$ cat src/pkg/lip_pkg.sv
// Shared constants for the leveled interrupt priority unit.
// Assumes a single 25 MHz core clock and an APB slave with 32-bit data.
package lip_pkg;

   // ------------------------------------------------------------------
   // Sizes
   // ------------------------------------------------------------------
   localparam int NUM_SRC = 10;
   localparam int NUM_EXT = 4;
   localparam int NUM_INT = 6;
   localparam int ADDR_W = 8;
   localparam int CFG_W = 6;
   localparam int ISTAT_W = 3;

   // ------------------------------------------------------------------
   // Register byte addresses
   // ------------------------------------------------------------------
   localparam logic [7:0] ADDR_CTRL = 8'h00;
   localparam logic [7:0] ADDR_ISTAT = 8'h04;
   localparam logic [7:0] ADDR_IMASK = 8'h08;
   localparam logic [7:0] ADDR_VBASE = 8'h0C;
   localparam logic [7:0] ADDR_WSVC = 8'h10;
   localparam logic [7:0] ADDR_PEND = 8'h14;
   localparam logic [7:0] ADDR_CFG0 = 8'h40;
   localparam logic [7:0] ADDR_CFG_LAST = 8'h64;

   // ------------------------------------------------------------------
   // Field positions
   // ------------------------------------------------------------------
   localparam int CTRL_MAP_BIT = 0;
   localparam int CTRL_WSEL_LO = 1;
   localparam int CTRL_WEN_BIT = 3;
   localparam int CFG_LVL_LO = 0;
   localparam int CFG_PRI_LO = 3;
   localparam int CFG_AUTO_BIT = 5;
   localparam int ISTAT_WDOG = 0;
   localparam int ISTAT_ACK = 1;
   localparam int ISTAT_SPUR = 2;

   // ------------------------------------------------------------------
   // Source indices and levels
   // ------------------------------------------------------------------
   localparam int SRC_TOP = 3;
   localparam int SRC_WDOG = 6;
   localparam logic [2:0] LVL_NONE = 3'h0;
   localparam logic [2:0] LVL_NMI = 3'h7;
   localparam logic [11:0] EXT_LVL_ODD = 12'hF59;
   localparam logic [11:0] EXT_LVL_EVEN = 12'hFA2;

   // ------------------------------------------------------------------
   // Reset values and vector constants
   // ------------------------------------------------------------------
   localparam logic [5:0] CFG_RST = 6'h20;
   localparam logic [5:0] CFG_TOP_RST = 6'h3F;
   localparam logic [31:0] CTRL_RST = 32'h0000_0000;
   localparam logic [31:0] VBASE_RST = 32'h0000_0000;
   localparam logic [7:0] AUTOVEC_BASE = 8'h18;
   localparam int WDOG_TO_00_CLKS = 1024;
   localparam int WDOG_CNT_W = 14;

   typedef enum logic [1:0] {ST_IDLE, ST_FETCH, ST_DONE} lip_ack_e;

endpackage

$ cat src/lip_sync.sv
// Two-flop synchroniser bank for asynchronous request pins.
// Assumes the pins are unrelated to core_clk; output is a clean level.
`timescale 1ns/1ps
`default_nettype none
module lip_sync #(
   parameter int W = 4
) (
   input wire logic core_clk,
   input wire logic rst_n,
   input wire logic [W-1:0] asyncIn,
   output logic [W-1:0] syncOut
);

   // ------------------------------------------------------------------
   // Per-bit two-stage capture
   // ------------------------------------------------------------------
   logic [W-1:0] stage1Reg;

   // The first stage feeds only the second, so metastability cannot spread.
   for (genvar i = 0; i < W; i++) begin : g_bit
      always_ff @(posedge core_clk or negedge rst_n) begin
         if (!rst_n) begin
            stage1Reg[i] <= 1'b1;
            syncOut[i] <= 1'b1;
         end else begin
            stage1Reg[i] <= asyncIn[i];
            syncOut[i] <= stage1Reg[i];
         end
      end
   end

endmodule
`default_nettype wire

$ cat src/lip_controller.sv
// Leveled interrupt priority unit: request arbitration, acknowledge, watchdog.
// Assumes an APB master on core_clk, active-low request pins from the board,
// same-clock internal requests and a core that signals instruction end.
`timescale 1ns/1ps
`default_nettype none
module lip_controller #(
   parameter int WDOG_BASE_CYCLES = lip_pkg::WDOG_TO_00_CLKS
) (
   input wire logic core_clk,
   input wire logic rst_n,
   input wire logic psel,
   input wire logic penable,
   input wire logic pwrite,
   input wire logic [7:0] paddr,
   input wire logic [31:0] pwdata,
   output logic [31:0] prdata,
   output logic pready,
   output logic pslverr,
   input wire logic [3:0] extReqN,
   input wire logic timerOneReq,
   input wire logic timerTwoReq,
   input wire logic serialChannelOneReq,
   input wire logic serialChannelTwoReq,
   input wire logic twoWireBusReq,
   input wire logic [2:0] statusMask,
   input wire logic instrEnd,
   output logic [2:0] reqLevel,
   output logic ackActive,
   output logic [9:0] ackSrc,
   input wire logic srcVecValid,
   input wire logic [7:0] srcVector,
   output logic vecReady,
   output logic [7:0] vectorOut,
   output logic [31:0] handlerAddr,
   output logic wdogExpired,
   output logic irq
);

   // ------------------------------------------------------------------
   // Registers and shared signals
   // ------------------------------------------------------------------
   localparam int N = lip_pkg::NUM_SRC;
   logic [31:0] ctrl_reg;
   logic [31:0] vectorBase_reg;
   logic [lip_pkg::ISTAT_W-1:0] istat_reg, imask_reg, istatSet;
   logic [lip_pkg::CFG_W-1:0] cfg_reg [N];
   logic [N-1:0] pend_reg, srcReq, ackClr;
   // Per-source flag: pending at a level above the current winner's level.
   logic [N-1:0] outranks;
   logic [3:0] extReqSyncN;
   logic [2:0] lvl [N];
   logic [1:0] pri [N];
   logic [3:0] winIdx;
   logic [2:0] winLvl;
   logic winAuto, winValid, winPass;
   logic [3:0] ackIdx_reg;
   logic [2:0] ackLvl_reg;
   lip_pkg::lip_ack_e state_reg;
   logic wrEn, setupPh;
   logic [lip_pkg::WDOG_CNT_W-1:0] wdogCnt_reg, wdogLimit;

   // Pins come from the board, so they are resynchronised first.
   lip_sync #(.W(lip_pkg::NUM_EXT)) u_sync (
      .core_clk(core_clk),
      .rst_n(rst_n),
      .asyncIn(extReqN),
      .syncOut(extReqSyncN)
   );

   // ------------------------------------------------------------------
   // APB slave
   // ------------------------------------------------------------------
   // Zero wait states: the access phase always completes in one cycle.
   assign pready = 1'b1;
   assign setupPh = psel && !penable;
   assign wrEn = psel && penable && pwrite;

   // Read data and error are captured in the setup phase for the access.
   always_ff @(posedge core_clk or negedge rst_n) begin
      if (!rst_n) begin
         prdata <= 32'h0000_0000;
         pslverr <= 1'b0;
      end else if (setupPh) begin
         pslverr <= 1'b0;
         prdata <= 32'h0000_0000;
         if (paddr == lip_pkg::ADDR_CTRL) begin
            prdata <= ctrl_reg;
         end else if (paddr == lip_pkg::ADDR_ISTAT) begin
            prdata[lip_pkg::ISTAT_W-1:0] <= istat_reg;
         end else if (paddr == lip_pkg::ADDR_IMASK) begin
            prdata[lip_pkg::ISTAT_W-1:0] <= imask_reg;
         end else if (paddr == lip_pkg::ADDR_VBASE) begin
            prdata <= vectorBase_reg;
         end else if (paddr == lip_pkg::ADDR_WSVC) begin
            prdata[lip_pkg::WDOG_CNT_W-1:0] <= wdogCnt_reg;
         end else if (paddr == lip_pkg::ADDR_PEND) begin
            prdata[N-1:0] <= pend_reg;
         end else if (paddr >= lip_pkg::ADDR_CFG0 && paddr <= lip_pkg::ADDR_CFG_LAST
                      && paddr[1:0] == 2'b00) begin
            prdata[lip_pkg::CFG_W-1:0] <= cfg_reg[4'((paddr - lip_pkg::ADDR_CFG0) >> 2)];
         end else begin
            pslverr <= 1'b1;
         end
      end
   end

   // Control word: pin mapping, watchdog select and enable.
   always_ff @(posedge core_clk or negedge rst_n) begin
      if (!rst_n) begin
         ctrl_reg <= lip_pkg::CTRL_RST;
      end else if (wrEn && paddr == lip_pkg::ADDR_CTRL) begin
         ctrl_reg <= pwdata & 32'h0000_000F;
      end
   end

   // The exception table can be moved by rewriting the base pointer.
   always_ff @(posedge core_clk or negedge rst_n) begin
      if (!rst_n) begin
         vectorBase_reg <= lip_pkg::VBASE_RST;
      end else if (wrEn && paddr == lip_pkg::ADDR_VBASE) begin
         vectorBase_reg <= pwdata;
      end
   end

   // Per-source relative priority and autovector configuration; level for internal sources only.
   for (genvar i = 0; i < N; i++) begin : g_cfg
      localparam logic [7:0] CFG_ADDR = 8'(lip_pkg::ADDR_CFG0 + 4 * i);
      always_ff @(posedge core_clk or negedge rst_n) begin
         if (!rst_n) begin
            cfg_reg[i] <= (i == lip_pkg::SRC_TOP) ? lip_pkg::CFG_TOP_RST : lip_pkg::CFG_RST;
         end else if (wrEn && paddr == CFG_ADDR) begin
            cfg_reg[i] <= pwdata[lip_pkg::CFG_W-1:0];
         end
      end
      assign pri[i] = cfg_reg[i][lip_pkg::CFG_PRI_LO +: 2];
      assign outranks[i] = pend_reg[i] && winValid && lvl[i] > winLvl;
      if (i < lip_pkg::NUM_EXT) begin : g_ext
         // Pins follow the group mapping; the top pin always sits at level 7.
         assign lvl[i] = ctrl_reg[lip_pkg::CTRL_MAP_BIT] ?
                         lip_pkg::EXT_LVL_EVEN[3*i +: 3] :
                         lip_pkg::EXT_LVL_ODD[3*i +: 3];
      end else begin : g_int
         assign lvl[i] = cfg_reg[i][lip_pkg::CFG_LVL_LO +: 3];
      end
   end

   // ------------------------------------------------------------------
   // Request collection and pending state
   // ------------------------------------------------------------------
   // Source order: four pins, timer one, timer two, watchdog, serial, bus.
   assign srcReq = {twoWireBusReq, serialChannelTwoReq, serialChannelOneReq,
                    wdogExpired, timerTwoReq, timerOneReq, ~extReqSyncN};

   // A live request wins over the clear, so nothing is lost at acknowledge.
   always_ff @(posedge core_clk or negedge rst_n) begin
      if (!rst_n) begin
         pend_reg <= '0;
      end else begin
         pend_reg <= (pend_reg & ~ackClr) | srcReq;
      end
   end

   // ------------------------------------------------------------------
   // Arbitration
   // ------------------------------------------------------------------
   // Highest level first, then relative priority; level 0 never requests.
   always_comb begin
      winIdx = 4'h0;
      winLvl = lip_pkg::LVL_NONE;
      winValid = 1'b0;
      for (int i = 0; i < N; i++) begin
         if (pend_reg[i] && lvl[i] != lip_pkg::LVL_NONE &&
             (!winValid || {lvl[i], pri[i]} > {winLvl, pri[winIdx]})) begin
            winIdx = 4'(i);
            winLvl = lvl[i];
            winValid = 1'b1;
         end
      end
   end

   // Level 7 bypasses the mask, which makes the top line non-maskable.
   assign winPass = winValid && (winLvl > statusMask || winLvl == lip_pkg::LVL_NMI);
   assign winAuto = cfg_reg[winIdx][lip_pkg::CFG_AUTO_BIT];
   assign reqLevel = winPass ? winLvl : lip_pkg::LVL_NONE;

   // ------------------------------------------------------------------
   // Acknowledge sequence
   // ------------------------------------------------------------------
   // The winner is frozen at instruction end so a late arrival cannot swap it.
   always_ff @(posedge core_clk or negedge rst_n) begin
      if (!rst_n) begin
         state_reg <= lip_pkg::ST_IDLE;
         ackIdx_reg <= 4'h0;
         ackLvl_reg <= lip_pkg::LVL_NONE;
      end else begin
         case (state_reg)
            lip_pkg::ST_IDLE: begin
               if (instrEnd && winPass) begin
                  ackIdx_reg <= winIdx;
                  ackLvl_reg <= winLvl;
                  state_reg <= winAuto ? lip_pkg::ST_DONE : lip_pkg::ST_FETCH;
               end
            end
            lip_pkg::ST_FETCH: begin
               if (srcVecValid) begin
                  state_reg <= lip_pkg::ST_DONE;
               end
            end
            default: begin
               state_reg <= lip_pkg::ST_IDLE;
            end
         endcase
      end
   end

   assign ackActive = state_reg != lip_pkg::ST_IDLE;
   assign ackSrc = (state_reg == lip_pkg::ST_FETCH) ? (N'(1) << ackIdx_reg) : '0;
   assign ackClr = (state_reg == lip_pkg::ST_DONE) ? (N'(1) << ackIdx_reg) : '0;

   // Vector and handler address; autovector uses a fixed entry per level.
   always_ff @(posedge core_clk or negedge rst_n) begin
      if (!rst_n) begin
         vectorOut <= 8'h00;
         handlerAddr <= 32'h0000_0000;
         vecReady <= 1'b0;
      end else begin
         vecReady <= 1'b0;
         if (state_reg == lip_pkg::ST_IDLE && instrEnd && winPass && winAuto) begin
            vectorOut <= lip_pkg::AUTOVEC_BASE + 8'(winLvl);
            handlerAddr <= vectorBase_reg + {22'h0, 8'(winLvl), 2'b00} +
                           {22'h0, lip_pkg::AUTOVEC_BASE, 2'b00};
         end else if (state_reg == lip_pkg::ST_FETCH && srcVecValid) begin
            vectorOut <= srcVector;
            handlerAddr <= vectorBase_reg + {22'h0, srcVector, 2'b00};
         end
         if (state_reg == lip_pkg::ST_DONE) begin
            vecReady <= 1'b1;
         end
      end
   end

   // ------------------------------------------------------------------
   // Watchdog
   // ------------------------------------------------------------------
   // Each select step doubles the time-out; 00 gives the base count.
   assign wdogLimit = lip_pkg::WDOG_CNT_W'(WDOG_BASE_CYCLES - 1) <<
                      ctrl_reg[lip_pkg::CTRL_WSEL_LO +: 2] |
                      ((lip_pkg::WDOG_CNT_W'(1) << ctrl_reg[lip_pkg::CTRL_WSEL_LO +: 2]) -
                       lip_pkg::WDOG_CNT_W'(1));

   // Any write to the service word, or clearing the enable bit, restarts the count; expiry holds until then.
   always_ff @(posedge core_clk or negedge rst_n) begin
      if (!rst_n) begin
         wdogCnt_reg <= '0;
         wdogExpired <= 1'b0;
      end else if (!ctrl_reg[lip_pkg::CTRL_WEN_BIT] ||
                   (wrEn && paddr == lip_pkg::ADDR_WSVC)) begin
         wdogCnt_reg <= '0;
         wdogExpired <= 1'b0;
      end else if (wdogCnt_reg == wdogLimit) begin
         wdogExpired <= 1'b1;
      end else begin
         wdogCnt_reg <= wdogCnt_reg + 1'b1;
      end
   end

   // ------------------------------------------------------------------
   // Block interrupt status
   // ------------------------------------------------------------------
   assign istatSet = {state_reg == lip_pkg::ST_IDLE && instrEnd && !winPass,
                      state_reg == lip_pkg::ST_DONE,
                      wdogExpired && wdogCnt_reg == wdogLimit};

   // Write-one-to-clear, with a same-cycle event taking precedence.
   always_ff @(posedge core_clk or negedge rst_n) begin
      if (!rst_n) begin
         istat_reg <= '0;
         imask_reg <= '0;
      end else begin
         if (wrEn && paddr == lip_pkg::ADDR_ISTAT) begin
            istat_reg <= (istat_reg & ~pwdata[lip_pkg::ISTAT_W-1:0]) | istatSet;
         end else begin
            istat_reg <= istat_reg | istatSet;
         end
         if (wrEn && paddr == lip_pkg::ADDR_IMASK) begin
            imask_reg <= pwdata[lip_pkg::ISTAT_W-1:0];
         end
      end
   end

   assign irq = |(istat_reg & imask_reg);
endmodule
`default_nettype wire

$ cat config.mk
export PLATFORM = sky130hd
export DESIGN_NAME = lip_controller
export DESIGN_NICKNAME = d
export VERILOG_FILES = /design/src/pkg/lip_pkg.sv /design/src/lip_sync.sv /design/src/lip_controller.sv
export SDC_FILE = /design/constraint.sdc
export NUM_CORES = 1
export LEC_CHECK = 0
export ABC_AREA = 1
export BUFFER_PORTS_ARGS = -buffer_cell sky130_fd_sc_hd__buf_2
export CAP_MARGIN = 20
export CORE_MARGIN = 2
export CORE_UTILIZATION = 40
export CTS_CLUSTER_DIAMETER = 30
export DETAILED_ROUTE_END_ITERATION = 6
export HOLD_SLACK_MARGIN = 0.08
export PLACE_DENSITY = 0.59
export SLEW_MARGIN = 15
export SYNTH_ARGS = -nofsm -noshare
export SYNTH_HDL_FRONTEND = slang
export SYNTH_SLANG_ARGS = --single-unit
export TNS_END_PERCENT = 100
$ cat constraint.sdc
create_clock -name core_clk -period 26.4 [get_ports core_clk]
set_input_delay 3.96 -clock core_clk [delete_from_list [all_inputs] [get_ports core_clk]]
set_output_delay 3.96 -clock core_clk [all_outputs]
set_load 0.01 [all_outputs]
; Word level (Yosys, flattened, before mapping)
; Cells that the tools add are included.
[totals]
ff_bits = 215
input_bits = 67
output_inout_bits = 91
elab_cells = 291
[op_classes]
addsub = 7
magnitude_cmp = 22
n_eq_ne = 22
shifts = 3
mux = 98
n_bitwise = 20
n_reduce_logical = 87
[op_table]
columns = operator, count
row1 = $mux 32, 3
row2 = $eq 8x7->1 const B, 10
row3 = $bmux 2 s4, 8
row4 = $mux 29, 2
row5 = $ge 5x5->1 const B, 10
row6 = $not 4->5, 10
row7 = $bmux 6 s4, 2
row8 = $logic_and 1x1->1, 46
row9 = $gt 5x5->1, 9
row10 = $mux 2, 22
row11 = $mux 14, 3
row12 = $mux 3, 14
row13 = $mux 4, 10
row14 = $mux 6, 6
row15 = $add 32x10->32, 1
row16 = $add 32x5->32, 1
row17 = $add 32x7->32 const B, 1
row18 = $mux 10, 3
row19 = $reduce_bool 3->1, 9
row20 = $mux 1, 21
row21 = $mux 18, 1
row22 = $eq 8x4->1 const B, 2
row23 = $eq 8x5->1 const B, 2
row24 = $mux 8, 2
row25 = 32 further kinds, 61

; Logic depth before layout (Yosys ltp)
; Gate-level depths: netlist of run 1.
[depth]
depth_word = 79
ltp_mapped = 103
mapped_depth_nobuf = 103

; Hierarchy
; A second synthesis of run 1 with hierarchy kept.
[unflattened]
hier_cells = 1796
area_unflattened_um2 = 13661.9
[by_module_without_submodules]
columns = mod, n_inst, cells_each, area_each_um2
row1 = lip_controller, 1, 1788, 13451.7
row2 = lip_sync, 1, 8, 210.2

; Worst setup path after synthesis of run 1
; No wires, ideal clock.
[synth_path]
path_kind = flip-flop to output port
start = register pend_reg[1]
end = output port reqLevel[0]
arrival_time_ns = 10.966
path_slack_ns = 11.474
stages_incl_launch_ff = 94
path_buffers = 3
cell_sequence = dfrtp_1 -> clkbuf_1 -> a21oi_1 -> o21ai_0 -> ha_1 -> inv_1 -> nor2_2 -> nand3_1 -> nand3_4 -> nand2_2 -> nand2_4 -> inv_1 -> nor2_1 -> o21ai_0 -> ha_1 -> nand2_1 -> nor2_1 -> nand2_1 -> [... 58 more ...] -> ha_1 -> nand4_1 -> o221ai_1 -> o21ai_0 -> nand2_1 -> nand2_2 -> inv_1 -> nand2_1 -> nand2_1 -> inv_1 -> ha_1 -> nand2_1 -> o21ai_0 -> nand2_1 -> a21oi_2 -> buf_2 -> inv_1 -> nor2_1
[synth_via]
elab_chain_len = 71
elab_cells_between_ends = 97
classes_between = order compare (9) / eq/ne (1) / mux (51) / bitwise (8) / reduce/logical (28)
[synth_lines]
columns = item, line
row1 = start: declaration, lip_controller.sv:47  ; logic [N-1:0] pend_reg, srcReq, ackClr;
row2 = start signal: assignment, lip_controller.sv:159  ; pend_reg <= (pend_reg & ~ackClr) | srcReq;
row3 = $logic_and 1x1->1 * (2 in a row), lip_controller.sv:172  ; if (pend_reg[i] && lvl[i] != lip_pkg::LVL_NONE &&
row4 = $mux 1, lip_controller.sv:172
row5 = $not 4->5 (not written as such), lip_controller.sv:173  ; (!winValid || {lvl[i], pri[i]} > {winLvl, pri[winIdx]})) begin
row6 = $bmux 2 s4, lip_controller.sv:173
row7 = $mux 2 (not written as such) (2 in a row), lip_controller.sv:173
row8 = $gt 5x5->1, lip_controller.sv:173
row9 = $logic_or 1x1->1, lip_controller.sv:173
row10 = $logic_and 1x1->1, lip_controller.sv:172
row11 = [... 53 more ...], -
row12 = $gt 5x5->1, lip_controller.sv:173
row13 = $logic_or 1x1->1, lip_controller.sv:173
row14 = $logic_and 1x1->1, lip_controller.sv:172
row15 = $mux 3, lip_controller.sv:172
row16 = $gt 3x3->1 / $eq 3x3->1 (equally long branches), lip_controller.sv:182  ; assign winPass = winValid && (winLvl > statusMask || winLvl == lip_pkg::LVL_NMI);
row17 = $logic_or 1x1->1, lip_controller.sv:182
row18 = $logic_and 1x1->1, lip_controller.sv:182
row19 = $mux 3 *, lip_controller.sv:184  ; assign reqLevel = winPass ? winLvl : lip_pkg::LVL_NONE;
row20 = end: declaration, lip_controller.sv:27  ; output logic [2:0] reqLevel,
; Mark *: on every way between the ends. The rest lies on a longest branch, timed or not. The select of a mux whose other input is x is not followed.

; Worst setup path in the final report of run 1
[layout_path]
start = register pend_reg[1]
end = output port reqLevel[2]
; The elaborated chain is that of the path after synthesis.

==> results of run 1 <==
[per-layer routing]
layer  routed length, um  part of all wire, %  vias up  GRT usage, %
li1                    -                    -     6340             -
met1               21100                   45     6238          38.7
met2               20300                   44      571          40.0
met3                3980                  8.5       92          4.90
met4                1320                  2.8        0          8.03
met5                   0                    0        -             0
[metrics by stage]
stage	instance area, um^2	total power, mW
2_1_floorplan	13400	0.505
3_3_place_gp	14500	0.582
3_5_place_dp	14500	0.584
4_1_cts	16200	1.19
5_1_grt	16200	1.24
6_report	16200	1.19
[cells by family after synthesis]
| logic type | count (synthesis) | share of synthesized area (%) |
|---|---|---|
| AOI/OAI and AO/OA | 398 | 16.9 |
| xor gates and xnor gates | 55 | 3.60 |
| adders and majority gates | 52 | 4.97 |
| buffers and inverters | 273 | 7.96 |
| DFF | 215 | 40.4 |
| muxes | 2 | 0.168 |
| other | 1 | 0.0280 |
| and+or+nand+nor | 804 | 26.0 |
[synth_stat cells, drive strengths merged]
library cell	count
and3	1
a22o	1
xnor2	3
o2111ai	3
o41ai	3
conb	1
a32o	1
nor4	6
nand2	444
a211oi	8
clkbuf	44
or2	10
mux2	2
ha	50
nor3	29
a21oi	93
o221ai	4
fa	2
dfstp	23
and2	8
a31oi	6
o31ai	11
a32oi	1
clkinv	3
dfrtp	192
a221oi	5
a21boi	1
o21a	3
a21o	2
a2111oi	2
xor2	52
nand3	100
nand4	38
nor2	166
o21bai	5
a211o	1
o21ai	199
o22ai	29
o211ai	18
inv	210
nand3b	2
a22oi	2
buf	16
[power by group through the flow]
stage	combinational (mW)	clock, mW	sequential (mW)
after floorplan	0.102	0	0.403
after detailed placement	0.191	0	0.394
after global routing	0.213	0.634	0.394
final	0.191	0.608	0.389
after global placement	0.189	0	0.393
after CTS	0.192	0.614	0.389
[critical path, delay by kind of cell, from the launching register on]
family	cells	cell delay, ns
adders and majority gates	8	2.45
DFF	1	0.61
and+or+nand+nor	42	4.83
buffers and inverters	14	1.43
AOI/OAI and AO/OA	29	4.01
[final cells by class]
type | instances | area (um^2)
clock inverters | 24 | 322
flip-flops and latches | 215 | 5410
inverters | 213 | 800
well taps | 442 | 553
multi-input cells | 1312 | 6920
fillers | 3253 | 16500
clock buffers | 66 | 1370
repair buffers | 164 | 863
[path summary, 6_finish.rpt]
kind	cells after the start	to	from	slack, ns
min in group asynchronous	1	vectorOut[7]$_DFFE_PN0P_	rst_n	3.45
worst min-delay path	0	u_sync.syncOut[2]$_DFF_PN1_	u_sync.stage1Reg[2]$_DFF_PN1_	0.35
max in group asynchronous	3	vectorBase_reg[11]$_DFFE_PN0P_	rst_n	20.93
worst min register to register	0	u_sync.syncOut[2]$_DFF_PN1_	u_sync.stage1Reg[2]$_DFF_PN1_	0.35
worst max-delay path	93	reqLevel[2]	pend_reg[1]$_DFF_PN0_	8.53
worst max register to register	97	handlerAddr[28]$_DFFE_PN0P_	pend_reg[1]$_DFF_PN0_	12.55
==> impl_metrics.tcl, run 1 <==
set metrics [dict create \
    leakagePower_nw 8.20 \
    cts.path.max_buffers 3 \
    io_buffers 156 \
    switching_share_pct 29.4 \
    synth_top_area_cell "dfrtp_1" \
    syn_to_final_growth_pct 21.3 \
    dieWidth_um 187 \
    cts_root_buf "clkbuf_16" \
    nNetsFinal 2074 \
    final_common_cell "nand2_1" \
    start_util_pct 40.8 \
    tightestPinTransition_ns 1.02 \
    ys_seq_area_share_pct 40.4 \
    largest_register_ffs 60 \
    fin_cells 2436 \
    clock_skew_ns 0.0218 \
    post-place-ws_ns 9.21 \
    ant_nets 0 \
    rsz0062_at_grt "no" \
    syn-instance-count 1800 \
    io_pins 158 \
    post_cts_resized 0 \
    hold_viol_final 0 \
    peakVddDrop_mv 0.0426 \
    crit_slowest_cell "a21oi_2" \
    gp_congestion 0.949 \
    finalWorstSetupSlack_ns 8.53 \
    synth_top_cell_area_share_pct 35.9 \
    report.final.slew_viol_count 0 \
    final.setup.tns_ns 0 \
    fp.dieH_um 187 \
    crit_fanout 24 \
    start_kind "register" \
    max_stage_delay_ns 0.72 \
    drv_cap 0 \
    share_seq_of_total_power_pct 32.7 \
    wl_per_cell_um 19.2 \
    cts_htree_levels 2 \
    drt_wl_total_um 46700 \
    ys_types 57 \
    fmax_ghz 0.0560 \
    antenna_found_initial 0 \
    setup_viol 0 \
    grt_max_degree 105 \
    coreArea_mm2 0.0328 \
    final_cell_mix "nand2_1, inv_1, dfrtp_1" \
    dp_hpwl_um 35600 \
    holdWs_ns 0.352 \
    synth_nets 1919 \
    critical_path_arrival_ns 13.91 \
    ys_ff_latch 215 \
    power.density_mw_per_mm2 73.2 \
    final_util_pct 49.5 \
    internal_power_mw 0.839 \
    pwr-share-clk_pct 51.2 \
    synth.avg_cell_area_um2 7.44 \
    layout_worst_path_cycle_share_pct 67.7 \
    insertion_delay_ns 0.57 \
    clk_pin_slew_worst_paths_ns 0.04 \
    crit_required_ns 22.44 \
    layout-drive-gt1-share_pct 15.9 \
    dp_cells 2345 \
    critPathKind "reg2out" \
    grt_first_pass_wirelength_um 73300 \
    rows 66 \
    hold_class "reg2reg" \
    yosys_warnings 0 \
    globalRouteOverflowTotal 0 \
    n_antenna_cell 0 \
    syn_area_mm2 0.0134 \
    netSwitchingPower_mw 0.349 \
    path_common_cell "nand2_1" \
    end_kind "output port" \
    cts_hold_buf 0 \
    drc 0 \
    firstDrtPassIters 5 \
    slew_headroom_pct 31.6 \
    tritoncts "yes" \
    vias_per_cell 5.44 \
    fin_crit_ns 17.87 \
    outcome "finished, final reports clean" \
    die_area_mm2 0.0349 \
    num_vias 13200 \
    drtIter0Drc 1008 \
    pwr-share-comb_pct 16.1 \
    cts_buffers 49 \
    cts_setup_buffers 0 \
    grt_usage_pct 26.6 \
    cts.sink_count 215 \
    synth.area.top_cells "dfrtp_1, nand2_1, o21ai_0" \
    first_global_vias 12600 \
]
(Power assumes the default switching activity.)
==> run 2: changes to the inputs <==
--- a/config.mk
+++ b/config.mk
@@ -5,7 +5,7 @@
 export SDC_FILE = /design/constraint.sdc
 export NUM_CORES = 1
 export LEC_CHECK = 0
-export ABC_AREA = 1
+export ABC_AREA = 0
 export BUFFER_PORTS_ARGS = -buffer_cell sky130_fd_sc_hd__buf_2
 export CAP_MARGIN = 20
 export CORE_MARGIN = 2
==> constraint.sdc (replaced) <==
create_clock -name core_clk -period 18 [get_ports core_clk]
set_input_delay 2.7 -clock core_clk [delete_from_list [all_inputs] [get_ports core_clk]]
set_output_delay 2.7 -clock core_clk [all_outputs]
set_load 0.01 [all_outputs]
==> run 2 against run 1 <==
Compared with the run above: synthesized area fell by 3.2%; sequential share of layout area about the same; clock skew increased by 0.0060 ns; flip-flop and latch count stayed put; synthesized cell count is 25% lower; critical path type unchanged; critical endpoint is now reqLevel[1]; largest cell class unchanged; largest power group unchanged; highest routed layer unchanged.
==> impl_metrics.tcl, run 2 <==
set metrics [dict create \
    grt_first_pass_wirelength_um 66800 \
    path_buf_inv 5 \
    cts_root_buf "clkbuf_16" \
    setup_viol 0 \
    outcome "finished, final reports clean" \
    final_cell_mix "dfrtp_1, nand2_1, buf_2" \
    hold_viol_final 0 \
    cts_buffers 53 \
    max_stage_delay_ns 0.47 \
    peakVddDrop_mv 0.0883 \
    firstDrtPassIters 7 \
    cts.path.max_buffers 3 \
    end_kind "output port" \
    async_flop_share_pct 100 \
    synth_top_cell_area_share_pct 37.1 \
    io_buffers 156 \
    globalRouteOverflowTotal 0 \
    synth.area.top_cells "dfrtp_1, mux2_2, ha_1" \
    drt_wl_total_um 43700 \
    tightestPinTransition_ns 0.988 \
    gp_congestion 0.942 \
    post-place-ws_ns 0.688 \
    drtIter0Drc 1133 \
    area.sequential_mm2 0.00541 \
    rows 65 \
    finalWorstSetupSlack_ns 0.965 \
    layout-drive-gt1-share_pct 30.1 \
    cts.sink_count 215 \
    slew_headroom_pct 33.2 \
    dieWidth_um 184 \
    cpLargestDelayFamily "compound AO/OA/AOI/OAI gates" \
    syn_area_mm2 0.0130 \
    largest_register_ffs 60 \
    tritoncts "yes" \
    fin_cells 1973 \
    synth_common_cells "dfrtp_1, nand2_1, mux2_2, nor2_1, o21ai_0" \
    wl_per_cell_um 22.1 \
    fp.dieH_um 184 \
    report.final.slew_viol_count 0 \
    antenna_found_initial 1 \
    finalPower_mw 1.88 \
    synth_nets 1472 \
    synth.avg_cell_area_um2 9.58 \
    yosysMostFrequentCell "dfrtp_1" \
    multi_input_area_mm2 0.00716 \
    drc 0 \
    syn_to_final_growth_pct 25.5 \
    nNetsFinal 1644 \
    yosys_warnings 0 \
    dp_hpwl_um 31600 \
    power.density_mw_per_mm2 116 \
    fmax_ghz 0.0587 \
    grt_usage_pct 25.7 \
    first_global_vias 11200 \
    hold_class "reg2reg" \
    grt_max_degree 78 \
    critPathKind "reg2out" \
    clock_skew_ns 0.0278 \
    ant_nets 0 \
    insertion_delay_ns 0.58 \
    die_area_mm2 0.0338 \
    fin_crit_ns 17.03 \
    vias_per_cell 5.87 \
    io_pins 158 \
    leakagePower_nw 7.56 \
    n_fill_cell 2962 \
    ys_seq_area_share_pct 41.7 \
    path_common_cell "a21oi_1" \
    final_common_cell "dfrtp_1" \
    final_util_pct 51.3 \
    num_vias 11600 \
    synth_top_area_cell "dfrtp_1" \
    synth-edff-count 0 \
    coreArea_mm2 0.0317 \
    crit_required_ns 15.30 \
    cts_htree_levels 2 \
    ys_ff_latch 215 \
    syn-instance-count 1353 \
    critical_path_arrival_ns 14.33 \
    synthFlopType "dfrtp_1" \
    drv_cap 0 \
    cts_hold_buf 0 \
    crit_fanout 11 \
    final.setup.tns_ns 0 \
    clk_pin_slew_worst_paths_ns 0.05 \
    crit_slowest_cell "dfrtp_1" \
    dp_cells 1863 \
    start_kind "register" \
    layout_worst_path_cycle_share_pct 94.6 \
    ys_types 89 \
    start_util_pct 40.8 \
]
==> run 2: report_power, final <==
group          leakage [nW]  switching, mW  internal [mW]
Combinational          3.83          0.152          0.108
Clock                 0.962          0.310          0.721
Sequential             2.77         0.0507          0.539
==> run 2: layer usage <==
layer / share of wire [%] / wire (um) / track usage (%)
met3: 5.9 / 2580 / 3.76
met1: 45 / 19600 / 35.4
met4: 3.0 / 1320 / 9.28
met5: 0 / 0 / 0
met2: 46 / 20200 / 41.0
==> run 2: cell type report <==
cell class / instances / share of cell area, %
Tap cell: 402 / 3.09
Inverter: 51 / 1.18
Sequential cell: 215 / 33.3
Clock buffer: 62 / 8.74
Clock inverter: 38 / 3.34
Multi-Input combinational cell: 1017 / 44.1
Antenna cell: 1 / 0.0154
Timing Repair Buffer: 187 / 6.30
==> run 2: path summary, 6_finish.rpt <==
kind                                               start  slack [ns]                     endpoint  cells past startpoint
setup / recovery                   pend_reg[0]$_DFF_PN0_        0.97                  reqLevel[1]                     76
hold reg to reg            u_sync.stage1Reg[1]$_DFF_PN1_        0.35  u_sync.syncOut[1]$_DFF_PN1_                      0
max in group asynchronous                          rst_n       14.52      cfg_reg[20]$_DFFE_PN0P_                      2
min in group asynchronous                          rst_n        2.10   wdogCnt_reg[7]$_DFFE_PN0P_                      1
setup reg to reg                   pend_reg[0]$_DFF_PN0_        2.58  handlerAddr[18]$_DFFE_PN0P_                     80
hold / removal             u_sync.stage1Reg[1]$_DFF_PN1_        0.35  u_sync.syncOut[1]$_DFF_PN1_                      0
==> run 2: cell families (layout without fill, tap and decap cells) <==
logic type / after synthesis / count (layout) / share of synthesized area, %
adder cells (fa/ha/maj): 52 / 52 / 5.14
flip-flops: 215 / 215 / 41.7
other: 1 / 2 / 0.0289
XOR/XNOR: 19 / 19 / 1.28
multiplexers: 133 / 133 / 12.4
AND/OR/NAND/NOR: 430 / 430 / 15.9
AO/OA/AOI/OAI: 382 / 382 / 19.7
buffers and inverters: 121 / 338 / 3.75
==> run 2: stage by stage <==
stage / hold slack (ns) / instance area, um^2
3_3_place_gp: 0.346 / 14100
2_1_floorplan: 0.345 / 13000
3_5_place_dp: 0.348 / 14100
6_report: 0.354 / 16300
5_1_grt: 0.357 / 16300
4_1_cts: 0.355 / 16100
==> run 2: what timing repair did <==
action / 4_1_cts / 5_1_grt
buffers inserted: 0 / 9
resized for setup: 0 / 27
endpoints found under the setup margin: 0 / 3
==> run 2: worst register-to-register path, delay by kind of cell (launching register included) <==
family / cells / cell delay, ns
AO/OA/AOI/OAI: 41 / 7.72
adder cells (fa/ha/maj): 9 / 2.44
buffers and inverters: 6 / 0.75
flip-flops: 1 / 0.47
multiplexers: 2 / 0.62
AND/OR/NAND/NOR: 22 / 3.38
==> run 3: changes to the inputs <==
--- a/config.mk
+++ b/config.mk
@@ -17,5 +17,6 @@
 export SLEW_MARGIN = 15
 export SYNTH_ARGS = -nofsm -noshare
 export SYNTH_HDL_FRONTEND = slang
+export SYNTH_HIERARCHICAL = 1
 export SYNTH_SLANG_ARGS = --single-unit
 export TNS_END_PERCENT = 100
==> run 3 against run 2 <==
Compared with the run above: design area fell by 1.5%; sequential power rose by 0.7%; critical path depth fell by 6; die area fell by 0.47%; synthesized area fell by 0.47%; worst hold slack improved by 0.00097 ns; clock power fell by 8%; non-clock buffer count fell by 3; total power fell by 1.6%; combinational power rose by 18%; global-route usage fell by 0.49 points; critical path type unchanged; largest power group unchanged.
==> impl_metrics.tcl, run 3 <==
set metrics [dict create \
    fmax_ghz 0.0588 \
    synth_top_area_cell "dfrtp_1" \
    yosysMostFrequentCell "dfrtp_1" \
    firstDrtPassIters 5 \
    first_global_vias 11400 \
    tightestPinTransition_ns 0.994 \
    synth-edff-count 0 \
    syn_to_final_growth_pct 24.1 \
    drv_cap 0 \
    async_flop_share_pct 100 \
    ys_ff_latch 215 \
    gp_congestion 1.00 \
    rows 65 \
    cts_htree_levels 2 \
    syn_area_mm2 0.0129 \
    synth_nets 1465 \
    globalRouteOverflowTotal 0 \
    crit_required_ns 15.30 \
    crit_slowest_cell "dfrtp_2" \
    report.final.slew_viol_count 0 \
    hold_viol_final 0 \
    slew_headroom_pct 33.2 \
    hold_class "reg2reg" \
    synth.avg_cell_area_um2 9.58 \
    grt_util_met2_pct 43.4 \
    layout_worst_path_cycle_share_pct 94.5 \
    num_vias 11500 \
    die_area_mm2 0.0337 \
    busiest_layer "met2" \
    grt_max_degree 83 \
    antenna_found_initial 1 \
    cts.sink_count 215 \
    layout-drive-gt1-share_pct 30.3 \
    fp.dieH_um 184 \
    tritoncts "yes" \
    outcome "finished, final reports clean" \
    power.density_mw_per_mm2 116 \
    io_pins 158 \
    post-place-ws_ns 0.429 \
    cts_buffers 51 \
    fin_crit_ns 17.00 \
    critical_path_arrival_ns 14.30 \
    coreArea_mm2 0.0316 \
    n_fill_cell 2922 \
    cts.path.max_buffers 3 \
    largest_register_ffs 60 \
    met1_usage_pct 32.5 \
    wl_per_cell_um 21.7 \
    dp_hpwl_um 31100 \
    io_buffers 156 \
    ys_types 90 \
    final_cell_mix "dfrtp_1, buf_2, nand2_1" \
    cpLargestDelayFamily "compound AO/OA/AOI/OAI gates" \
    drtIter0Drc 768 \
    drt_wl_total_um 42400 \
    setup_viol 0 \
    nNetsFinal 1628 \
    final_common_cell "dfrtp_1" \
    synth_top_cell_area_share_pct 37.3 \
    insertion_delay_ns 0.57 \
    dieWidth_um 184 \
    ys_seq_area_share_pct 41.9 \
    peakVddDrop_mv 0.0702 \
    met3_usage_pct 3.82 \
    vias_per_cell 5.88 \
    cts_root_buf "clkbuf_16" \
    crit_fanout 11 \
    end_kind "output port" \
    synthFlopType "dfrtp_1" \
    n_antenna_cell 0 \
    finalWorstSetupSlack_ns 0.999 \
    synth.area.top_cells "dfrtp_1, mux2_2, ha_1" \
    clock_skew_ns 0.0313 \
    cts_hold_buf 0 \
    clk_pin_slew_worst_paths_ns 0.05 \
    path_buf_inv 6 \
    grt_usage_pct 25.2 \
    grt_first_pass_wirelength_um 65900 \
    synth_common_cells "dfrtp_1, nand2_1, nor2_1, mux2_2, a21oi_1" \
    syn-instance-count 1346 \
    ant_nets 0 \
    start_kind "register" \
    path_common_cell "ha_1" \
    drc 0 \
    max_stage_delay_ns 0.49 \
    start_util_pct 40.8 \
    leakagePower_nw 7.30 \
    yosys_warnings 6 \
    critPathKind "reg2out" \
    finalPower_mw 1.85 \
]
==> run 3: changes by cell type after synthesis, moves of 6 or more <==
| cell | previous run | this run |
|---|---|---|
| nand3_1 | 30 | 44 |
| nor2_1 | 95 | 114 |
| nor3_1 | 29 | 23 |
| o21a_1 | 12 | 6 |
| and3_1 | 18 | 10 |
| and4_1 | 9 | 3 |
| o21ai_0 | 93 | 61 |
| o211ai_1 | 7 | 21 |
| or3_1 | 6 | 12 |
| a21oi_1 | 88 | 79 |
==> run 3: metrics by stage <==
stage	hold WS (ns)	std cells	setup TNS, ns	utilization, %	area [um^2]
2_1_floorplan	0.345	1346	0	-	12900
3_3_place_gp	0.346	1852	0	44.4	14100
3_5_place_dp	0.347	1852	0	44.4	14100
4_1_cts	0.355	1948	0	50.1	15900
5_1_grt	0.361	1954	-0.161	50.6	16000
6_report	0.355	1954	0	50.6	16000
==> run 3: worst paths after layout <==
path / start / endpoint / slack (ns) / cells after the start
max in group asynchronous: rst_n / cfg_reg[23]$_DFFE_PN1P_ / 14.69 / 3
min reg2reg: u_sync/stage1Reg[3]$_DFF_PN1_ / u_sync/syncOut[3]$_DFF_PN1_ / 0.35 / 0
max: ctrl_reg[0]$_DFFE_PN0P_ / reqLevel[2] / 1.0 / 70
max reg2reg: ctrl_reg[0]$_DFFE_PN0P_ / handlerAddr[14]$_DFFE_PN0P_ / 2.83 / 73
min in group asynchronous: rst_n / vectorOut[4]$_DFFE_PN0P_ / 2.12 / 1
min: u_sync/stage1Reg[3]$_DFF_PN1_ / u_sync/syncOut[3]$_DFF_PN1_ / 0.35 / 0
==> run 3: timing repair <==
item,4_1_cts,5_1_grt
pin swaps,0,3
endpoints found under the setup margin,3,3
setup buffers,0,2
gates resized for setup,2,24
==> run 3: kinds of logic after synthesis <==
family / count (synthesis) / share of synthesized area, %
flops: 215 / 41.9
simple gates: 449 / 16.4
mux: 136 / 12.8
xor+xnor: 19 / 1.29
other cells: 1 / 0.0291
compound gates: 350 / 18.5
fa+ha+maj: 52 / 5.16
buf+inv: 124 / 3.93
==> run 3: cell type report <==
| class | instances | area, um^2 | share of cell area (%) |
|---|---|---|---|
| clock inverter | 35 | 427 | 2.67 |
| inverter | 50 | 188 | 1.17 |
| timing repair buffer | 184 | 1020 | 6.39 |
| tap | 402 | 503 | 3.14 |
| multi-input combinational | 1007 | 7080 | 44.2 |
| sequential | 215 | 5410 | 33.8 |
| clock buffer | 61 | 1380 | 8.59 |
==> run 3: power by group <==
part | total [mW] | internal (mW) | switching, mW | leakage, nW
Combinational | 0.307 | 0.129 | 0.178 | 3.69
Clock | 0.951 | 0.629 | 0.322 | 0.878
Sequential | 0.594 | 0.543 | 0.0509 | 2.74
Total | 1.85 | 1.30 | 0.551 | 7.30
==> run 3: routing by layer <==
layer  part of all wire, %  routed length [um]
met5                 0.031                  13
met4                   2.5                1060
met2                    49               20900
met3                   5.8                2470
met1                    42               18000
==> run 3: worst reg2reg max path: cells and delay by family (launching register included) <==
| family | cells | cell delay (ns) |
|---|---|---|
| and+or+nand+nor | 15 | 2.53 |
| muxes | 1 | 0.25 |
| DFF | 1 | 0.49 |
| adders and majority gates | 8 | 2.28 |
| buffers and inverters | 7 | 1.34 |
| AOI/OAI and AO/OA | 42 | 8.12 |
